<file path="src/sfr_pkg.sv">
/*
 * sfr_pkg: constants for the discoverable-parameter table slice
 * (byte addresses 219h..23Dh) and its serial read port.
 * Assumes a single 100 MHz core clock and a serial clock far slower
 * than the core clock.
 */
`default_nettype none
package sfr_pkg;
    // serial protocol
    localparam logic [7:0] SFR_CMD_READ_PARAM = 8'h5A;
    localparam int SFR_ADDR_BITS = 24;
    localparam logic [2:0] SFR_BIT_LAST = 3'h7;
    localparam logic [4:0] SFR_ADDR_BYTES = 5'h03;
    localparam logic [4:0] SFR_DUMMY_BYTES = 5'h01;

    // slice bounds
    localparam logic [23:0] SFR_BASE_ADDR = 24'h000219;
    localparam logic [23:0] SFR_LAST_ADDR = 24'h00023D;
    localparam int SFR_DEPTH = 37;
    localparam logic [7:0] SFR_FILL = 8'hFF;

    // times, stored as the plain count in their unit
    localparam int SFR_T_DPD_ENTER_US = 3;
    localparam int SFR_T_DPD_EXIT_US = 10;
    localparam logic [7:0] SFR_DPD_ENTER = 8'(SFR_T_DPD_ENTER_US);
    localparam logic [7:0] SFR_DPD_EXIT = 8'(SFR_T_DPD_EXIT_US);

    // advertised opcodes
    localparam logic [7:0] SFR_OP_PROG = 8'h02;
    localparam logic [7:0] SFR_OP_QPROG = 8'h32;
    localparam logic [7:0] SFR_OP_RESUME = 8'h30;
    localparam logic [7:0] SFR_OP_BP_RD = 8'h72;
    localparam logic [7:0] SFR_OP_BP_WR = 8'h42;
    localparam logic [7:0] SFR_OP_BP_LOCK = 8'h8D;
    localparam logic [7:0] SFR_OP_NV_LOCK = 8'hE8;
    localparam logic [7:0] SFR_OP_UNLOCK = 8'h98;
    localparam logic [7:0] SFR_OP_SID_RD = 8'h88;
    localparam logic [7:0] SFR_OP_SID_PROG = 8'hA5;
    localparam logic [7:0] SFR_OP_SID_LOCK = 8'h85;
    localparam logic [7:0] SFR_OP_DPD_EXIT = 8'hAB;
    localparam logic [7:0] SFR_OP_WRAP144 = 8'hEC;

    // 1-4-4 wrap read descriptor: mode bits in [7:5], wait clocks in [4:0]
    localparam logic [2:0] SFR_WRAP_MODE_BITS = 3'h0;
    localparam logic [4:0] SFR_WRAP_WAIT = 5'h06;
    localparam logic [7:0] SFR_WRAP_DESC = {SFR_WRAP_MODE_BITS, SFR_WRAP_WAIT};

    localparam logic [7:0] SFR_ROM [0:SFR_DEPTH-1] = '{
        SFR_DPD_ENTER, SFR_DPD_EXIT,
        SFR_FILL, SFR_FILL, SFR_FILL, SFR_FILL, SFR_FILL,
        8'h00, 8'h66, 8'h99, 8'h38, 8'hFF, 8'h05, 8'h01, 8'h35,
        8'h06, 8'h04, SFR_OP_PROG, SFR_OP_QPROG, 8'hB0, SFR_OP_RESUME,
        SFR_OP_BP_RD, SFR_OP_BP_WR, SFR_OP_BP_LOCK, SFR_OP_NV_LOCK,
        SFR_OP_UNLOCK, SFR_OP_SID_RD, SFR_OP_SID_PROG, SFR_OP_SID_LOCK,
        8'hC0, 8'h9F, 8'hAF, 8'h5A, 8'hB9, SFR_OP_DPD_EXIT,
        SFR_WRAP_DESC, SFR_OP_WRAP144
    };

    typedef enum logic [2:0] {
        ST_CMD,
        ST_ADDR,
        ST_DUMMY,
        ST_DATA,
        ST_IGNORE
    } sfr_state_t;
endpackage
`default_nettype wire

</file>
<file path="src/sfr_param_rom.sv">
/*
 * sfr_param_rom: serial read port of the discoverable-parameter table
 * slice 219h..23Dh, mode 0 framing (sample on rise, shift on fall).
 * Assumes the serial clock runs at most core_clk/8 so that the three-stage
 * input filter sees every level; bytes outside the slice read as FFh.
 */
`timescale 1ns/1ns
`default_nettype none

// Behaviour
// byte 219h reads 03h, deep power-down entry time of 3 us.
// byte 21Ah reads 0Ah, deep power-down exit time of 10 us.
// reserved bytes 21Bh to 21Fh read FFh.
// the list gives program 02h, quad program 32h and resume 30h.
// the list gives block protection read 72h, write 42h, lock-down 8Dh.
// byte 231h reads E8h, the nonvolatile lock-down opcode.
// byte 232h reads 98h, the global unlock opcode.
// the list gives security id read 88h, program A5h and lockout 85h.
// byte 23Bh reads ABh, the release from deep power-down opcode.
// bits 4:0 of byte 23Ch hold 00110b, six wait clocks.
// bits 7:5 of byte 23Ch hold 000b, no mode bits.
// byte 23Dh reads ECh, the 1-4-4 wrap read opcode.
// time entries hold the plain hex form of their count in the unit.
// reads use opcode, 24-bit address, a dummy byte, then auto-increment.
// contents are fixed and no write or mode change alters them.
module sfr_param_rom
    import sfr_pkg::*;
(
    // clock and reset
    input wire logic core_clk,
    input wire logic rst,
    // serial pins
    input wire logic sclk_i,
    input wire logic cs_n_i,
    input wire logic si_i,
    output logic so_o,
    output logic so_oe
);

    // pin synchronisers, three stages each
    logic [2:0] sclk_s_ff;
    logic [2:0] cs_s_ff;
    logic [2:0] si_s_ff;
    logic [2:0] nxt_sclk_s;
    logic [2:0] nxt_cs_s;
    logic [2:0] nxt_si_s;
    logic sclk_f_ff;
    logic cs_n_f_ff;
    logic nxt_sclk_f;
    logic nxt_cs_n_f;
    logic sclk_rise;
    logic sclk_fall;
    logic sclk_agree;
    logic cs_agree;

    always_comb begin
        nxt_sclk_s = {sclk_s_ff[1:0], sclk_i};
        nxt_cs_s = {cs_s_ff[1:0], cs_n_i};
        nxt_si_s = {si_s_ff[1:0], si_i};
        sclk_agree = (sclk_s_ff[1] == sclk_s_ff[2]);
        cs_agree = (cs_s_ff[1] == cs_s_ff[2]);
        nxt_sclk_f = sclk_agree ? sclk_s_ff[2] : sclk_f_ff;
        nxt_cs_n_f = cs_agree ? cs_s_ff[2] : cs_n_f_ff;
        sclk_rise = sclk_agree && sclk_s_ff[2] && !sclk_f_ff;
        sclk_fall = sclk_agree && !sclk_s_ff[2] && sclk_f_ff;
    end

    always_ff @(posedge core_clk) begin
        if (rst) begin
            sclk_s_ff <= 3'h0;
            cs_s_ff <= 3'h7;
            si_s_ff <= 3'h0;
            sclk_f_ff <= 1'b0;
            cs_n_f_ff <= 1'b1;
        end else begin
            sclk_s_ff <= nxt_sclk_s;
            cs_s_ff <= nxt_cs_s;
            si_s_ff <= nxt_si_s;
            sclk_f_ff <= nxt_sclk_f;
            cs_n_f_ff <= nxt_cs_n_f;
        end
    end

    // frame state
    sfr_state_t state_ff;
    sfr_state_t nxt_state;
    logic [2:0] bit_cnt_ff;
    logic [2:0] nxt_bit_cnt;
    logic [4:0] byte_cnt_ff;
    logic [4:0] nxt_byte_cnt;
    logic [7:0] rx_ff;
    logic [7:0] nxt_rx;
    logic [23:0] addr_ff;
    logic [23:0] nxt_addr;
    logic [7:0] tx_ff;
    logic [7:0] nxt_tx;
    logic so_ff;
    logic nxt_so;
    logic so_oe_ff;
    logic nxt_so_oe;
    logic [7:0] rx_byte;
    logic [7:0] cur_byte;

    // table lookup
    // entry time byte
    // exit time byte
    // reserved bytes fill
    // program opcodes listed
    // protection opcodes listed
    // nonvolatile lock opcode
    // global unlock opcode
    // security id opcodes
    // power-down release opcode
    // wrap wait clocks
    // wrap mode bits
    // wrap read opcode
    // times as counts
    logic [SFR_DEPTH-1:0] hit;
    genvar gi;
    generate
        for (gi = 0; gi < SFR_DEPTH; gi++) begin : g_entry
            // one comparator per entry keeps the decode flat and free of a subtractor
            assign hit[gi] = (addr_ff == SFR_BASE_ADDR + 24'(gi));
        end
    endgenerate

    // fixed contents
    always_comb begin
        // anything outside the slice reads as the reserved fill
        cur_byte = SFR_FILL;
        for (int i = 0; i < SFR_DEPTH; i++) begin
            if (hit[i]) begin
                cur_byte = SFR_ROM[i];
            end
        end
    end

    // receive shifter and bit counter
    always_comb begin
        nxt_rx = rx_ff;
        nxt_bit_cnt = bit_cnt_ff;
        rx_byte = {rx_ff[6:0], si_s_ff[2]};
        if (cs_n_f_ff) begin
            // every frame starts on a byte boundary
            nxt_bit_cnt = 3'h0;
        end else if (sclk_rise) begin
            nxt_rx = rx_byte;
            nxt_bit_cnt = bit_cnt_ff + 3'h1;
        end
    end

    always_ff @(posedge core_clk) begin
        if (rst) begin
            bit_cnt_ff <= 3'h0;
            rx_ff <= 8'h00;
        end else begin
            bit_cnt_ff <= nxt_bit_cnt;
            rx_ff <= nxt_rx;
        end
    end

    // frame control
    always_comb begin
        nxt_state = state_ff;
        nxt_byte_cnt = byte_cnt_ff;
        nxt_addr = addr_ff;

        if (cs_n_f_ff) begin
            // deselect ends any frame; a partial byte is simply dropped
            nxt_state = ST_CMD;
            nxt_byte_cnt = 5'h00;
        end else begin
            unique case (state_ff)
                ST_CMD: begin
                    // opcode decode
                    if (sclk_rise && bit_cnt_ff == SFR_BIT_LAST) begin
                        nxt_byte_cnt = 5'h00;
                        if (rx_byte == SFR_CMD_READ_PARAM) begin
                            nxt_state = ST_ADDR;
                        end else begin
                            nxt_state = ST_IGNORE;
                        end
                    end
                end
                ST_ADDR: begin
                    // address msb first
                    if (sclk_rise) begin
                        nxt_addr = {addr_ff[22:0], si_s_ff[2]};
                        if (bit_cnt_ff == SFR_BIT_LAST) begin
                            nxt_byte_cnt = byte_cnt_ff + 5'h01;
                            if (byte_cnt_ff == SFR_ADDR_BYTES - 5'h01) begin
                                nxt_byte_cnt = 5'h00;
                                nxt_state = ST_DUMMY;
                            end
                        end
                    end
                end
                ST_DUMMY: begin
                    // dummy byte
                    if (sclk_rise && bit_cnt_ff == SFR_BIT_LAST) begin
                        nxt_byte_cnt = byte_cnt_ff + 5'h01;
                        if (byte_cnt_ff == SFR_DUMMY_BYTES - 5'h01) begin
                            nxt_state = ST_DATA;
                        end
                    end
                end
                ST_DATA: begin
                    // address steps on each byte load, wrapping at 24 bits
                    if (sclk_fall && bit_cnt_ff == 3'h0) begin
                        nxt_addr = addr_ff + 24'h000001;
                    end
                end
                ST_IGNORE: begin
                    // unsupported opcodes: the rest of the frame is not decoded
                    nxt_state = ST_IGNORE;
                end
            endcase
        end
    end

    always_ff @(posedge core_clk) begin
        if (rst) begin
            state_ff <= ST_CMD;
            byte_cnt_ff <= 5'h00;
            addr_ff <= 24'h000000;
        end else begin
            state_ff <= nxt_state;
            byte_cnt_ff <= nxt_byte_cnt;
            addr_ff <= nxt_addr;
        end
    end

    // output stage
    always_comb begin
        nxt_tx = tx_ff;
        nxt_so = so_ff;
        nxt_so_oe = so_oe_ff;
        if (cs_n_f_ff) begin
            // deselect releases the pin at once, even in mid-byte
            nxt_so = 1'b0;
            nxt_so_oe = 1'b0;
        end else if (state_ff == ST_DATA && sclk_fall) begin
            // drive on the fall so the host samples a settled bit on the rise
            nxt_so_oe = 1'b1;
            if (bit_cnt_ff == 3'h0) begin
                nxt_so = cur_byte[7];
                nxt_tx = {cur_byte[6:0], 1'b0};
            end else begin
                nxt_so = tx_ff[7];
                nxt_tx = {tx_ff[6:0], 1'b0};
            end
        end
    end

    always_ff @(posedge core_clk) begin
        if (rst) begin
            tx_ff <= 8'h00;
            so_ff <= 1'b0;
            so_oe_ff <= 1'b0;
        end else begin
            tx_ff <= nxt_tx;
            so_ff <= nxt_so;
            so_oe_ff <= nxt_so_oe;
        end
    end

    assign so_o = so_ff;
    assign so_oe = so_oe_ff;

endmodule
`default_nettype wire

</file>
<file path="config.mk">
export PLATFORM = sky130hd
export DESIGN_NAME = sfr_param_rom
export DESIGN_NICKNAME = d
export VERILOG_FILES = /design/src/sfr_pkg.sv /design/src/sfr_param_rom.sv
export SDC_FILE = /design/constraint.sdc
export NUM_CORES = 1
export LEC_CHECK = 0
export BUFFER_PORTS_ARGS = -buffer_cell sky130_fd_sc_hd__buf_2
export CELL_PAD_IN_SITES_DETAIL_PLACEMENT = 1
export CELL_PAD_IN_SITES_GLOBAL_PLACEMENT = 2
export CORE_UTILIZATION = 41
export DETAILED_ROUTE_END_ITERATION = 12
export MAX_ROUTING_LAYER = met4
export PLACE_DENSITY = 0.95
export SETUP_SLACK_MARGIN = 0.3
export SLEW_MARGIN = 20
export SYNTH_ARGS = -nofsm -noshare
export SYNTH_HDL_FRONTEND = slang
export SYNTH_SLANG_ARGS = --single-unit
export TNS_END_PERCENT = 1
</file>
<file path="constraint.sdc">
create_clock -name core_clk -period 5.95 [get_ports core_clk]
set_clock_uncertainty 0.1 [all_clocks]
set_input_delay 0.8925 -clock core_clk [delete_from_list [all_inputs] [get_ports core_clk]]
set_output_delay 0.8925 -clock core_clk [all_outputs]
set_load 0.005 [all_outputs]
</file>
==> flow_summary_export.csv <==
group,metric,value,unit
setup_path,cp_max_fo,21,
clock_network,cts_tree,"built",
power_and_ir_drop,clkPwrFrac,0.454,
clock_network,numCtsBuffers,9,
power_and_ir_drop,p_seq_frac,0.531,
synthesis,synth_edf_count,0,
drt,drt-initial-drc-count,196,
drt,num_vias,4089,
floorplanning,core,0.00977,mm^2
floorplanning,start_util,0.423,
power_and_ir_drop,share_comb_of_total_power,0.015,
setup_path,crit_path_start_kind,"flop",
grt,antenna_found_initial,0,
clock_network,cts_sinks,62,
timing,rsz0062_at_grt,"no",
grt,grt_pass1_wl,20200,um
job,max_cap_viol_count,0,
synthesis,async_flop_share,0,
timing,fmax,0.359,GHz
place,placed_area,0.00417,mm^2
setup_path,crit_slowest_cell,"ha_1",
synthesis,synthFlopType,"dfxtp_1",
setup_path,arrival,2930,ps
floorplanning,die_w,102,um
clock_network,hold_buffers,0,
timing,maxSlewHeadroom,0.325,
timing,tightest_slew,1010,ps
clock_network,clock-root-buffer,"clkbuf_8",
drt,drc_errors,0,
power_and_ir_drop,p_int,0.594,mW
clock_network,clock_path_buffers,2,
synthesis,synth_seq_area_share,0.300,
drt,first_pass_iters,4,
synthesis,ys_ff_latch,62,
timing,drv_slew,0,
clock_network,ctsResizeCount,0,
setup_path,ff2ff_path_depth,7,
place,pre_cts_slack,3180,ps
power_and_ir_drop,vdd_ir_drop_max,0.000120,V
synthesis,syn-cell-area,0.00414,mm^2
finish,final_cell_mix,"nor2_1 (66), dfxtp_1 (62), nand2_1 (55)",
clock_network,clk_pin_slew,70,ps
power_and_ir_drop,power.share.switching,0.246,
timing,post-route-worst-setup-slack,3170,ps
finish,area_growth,5.14,%
grt,grt_pass1_vias,4023,
synthesis,syn_nets,571,
drt,wl_per_cell,18.2,um
setup_path,cp_cell_sequence,"ha_1, nand3_1, or3_1, nor2_1, nand2_1, mux2i_1, a221oi_1",
clock_network,clk_latency,350,ps
grt,grt_max_degree,47,
timing,final.min_clock_period,2780,ps
finish,nets,549,
timing,tns,0,ps
min_path,min_path_cells,1,
drt,drtAntennaViolNets,0,
setup_path,required,6100,ps
floorplanning,num_rows,36,
setup_path,critPathMaxStageDelay,680,ps
drt,routed_wl,12200,um
status,run_status,"finished, final reports clean",
grt,grtUsageMet3,0.0424,
floorplanning,io-pin-count,7,
floorplanning,die_h,102,um
power_and_ir_drop,power.density,181,mW/mm^2
place,gp_congestion,0.869,
grt,grt.overflow.total,0,
finish,antenna_cells,0,
finish,layout-drive-gt1-share,0.0877,
clock_network,htree_num_levels,3,
clock_network,cts_setup_buffers,0,
setup_path,end_kind,"flop",
power_and_ir_drop,leakage,1.39,nW
place,portBuffers,6,
synthesis,yosysWarningCount,0,
timing,final.period_utilization,0.468,
setup_path,crit_type,"flop to flop",
setup_path,regToRegSetupSlack,3170,ps
grt,met2_usage,0.412,
timing,finalHoldViolations,0,
power_and_ir_drop,power.total,0.788,mW
synthesis,netlist_instances,554,
power_and_ir_drop,p_switching,0.194,mW
synthesis,avgSynthCellArea,7.47,um^2
finish,final_cell_area,0.00435,mm^2
drt,viasPerCell,6.11,
synthesis,yosysUniqueCellTypes,79,
place,dp_hpwl,8300,um
finish,final_common_cell,"nor2_1",
timing,setup_viol,0,
grt,track_usage,0.254,
min_path,hold_path.class,"flop to flop",
grt,grt.busiest_layer,"met2",
grt,gr-usage-met1,0.314,
floorplanning,fp.dieArea,0.0105,mm^2
-- worst max-delay path: cells and delay by family, from the launching register on --
kind | cells | cell delay (ps)
AND/OR/NAND/NOR | 4 | 990
adder cells (fa/ha/maj) | 1 | 680
flip-flops | 1 | 490
AO/OA/AOI/OAI | 1 | 290
multiplexers | 1 | 130
-- cell families (layout without fill, tap and decap cells) --
group,Yosys count,in the layout,share of synthesized area
XOR/XNOR,6,6,0.0127
AO/OA/AOI/OAI,187,187,0.291
AND/OR/NAND/NOR,222,222,0.279
adder cells (fa/ha/maj),13,13,0.0387
flip-flops,62,62,0.300
multiplexers,9,9,0.0218
buffers and inverters,55,37,0.0575
-- final cells by class --
class / count / area, um^2
clock inverter: 4 / 31.3
fill: 1252 / 5420
tap: 133 / 166
multi-input combinational: 437 / 2660
inverter: 13 / 48.8
clock buffer: 11 / 151
timing repair buffer: 9 / 52.6
sequential: 62 / 1240
-- through the flow --
step                 util  hold slack, ps  cells
global route        0.445             348    669
global placement    0.426             297    654
finish              0.445             320    669
floorplan               -             289    554
detailed placement  0.426             308    654
CTS                 0.445             326    669
-- cells in the mapped netlist (5+ instances only) --
| master | count | area share |
|---|---|---|
| clkbuf_1 | 23 | 0.021 |
| a22o_1 | 5 | 0.011 |
| nand2_1 | 55 | 0.050 |
| o21ai_0 | 45 | 0.054 |
| o211ai_1 | 5 | 0.0091 |
| a31oi_1 | 10 | 0.015 |
| dfxtp_1 | 62 | 0.30 |
| or2_2 | 5 | 0.0076 |
| nor2b_1 | 12 | 0.018 |
| nand4_1 | 5 | 0.0076 |
| nand3_1 | 18 | 0.022 |
| mux2i_1 | 9 | 0.022 |
| inv_1 | 13 | 0.012 |
| nor2_1 | 66 | 0.060 |
| o21ai_1 | 9 | 0.011 |
| a22oi_1 | 5 | 0.0091 |
| buf_2 | 16 | 0.019 |
| ha_1 | 12 | 0.036 |
| a211oi_1 | 6 | 0.011 |
| nand2b_1 | 5 | 0.0076 |
| a21oi_1 | 50 | 0.060 |
| nor3_1 | 14 | 0.017 |
-- registers in the layout, summed over array words and instances (netlist names) --
signal / count
addr_ff: 24
rx_ff: 7
tx_ff: 7
byte_cnt_ff: 5
bit_cnt_ff: 3
cs_s_ff: 3
sclk_s_ff: 3
si_s_ff: 3
state_ff: 3
cs_n_f_ff: 1
sclk_f_ff: 1
so_o: 1
so_oe: 1
-- power groups by stage --
stage	Sequential [mW]	Clock, mW	Combinational (mW)
floorplan	0.428	0	0.00802
global placement	0.428	0	0.0110
detailed placement	0.428	0	0.0116
CTS	0.418	0.364	0.0115
global route	0.419	0.381	0.0127
finish	0.418	0.358	0.0115
-- layer usage --
| layer | part of all wire | vias to the layer above |
|---|---|---|
| li1 | - | 1973 |
| met1 | 0.46 | 2026 |
| met2 | 0.49 | 66 |
| met3 | 0.027 | 24 |
| met4 | 0.022 | 0 |
| met5 | 0 | - |
-- path summary, 6_finish.rpt --
check	startpoint	endpoint
setup / recovery	addr_ff[0]	addr_ff[18]
hold / removal	cs_s_ff[0]	cs_s_ff[1]
setup reg to reg	addr_ff[0]	addr_ff[18]
hold reg to reg	cs_s_ff[0]	cs_s_ff[1]
Note: power is estimated with default switching activity, not from simulation.
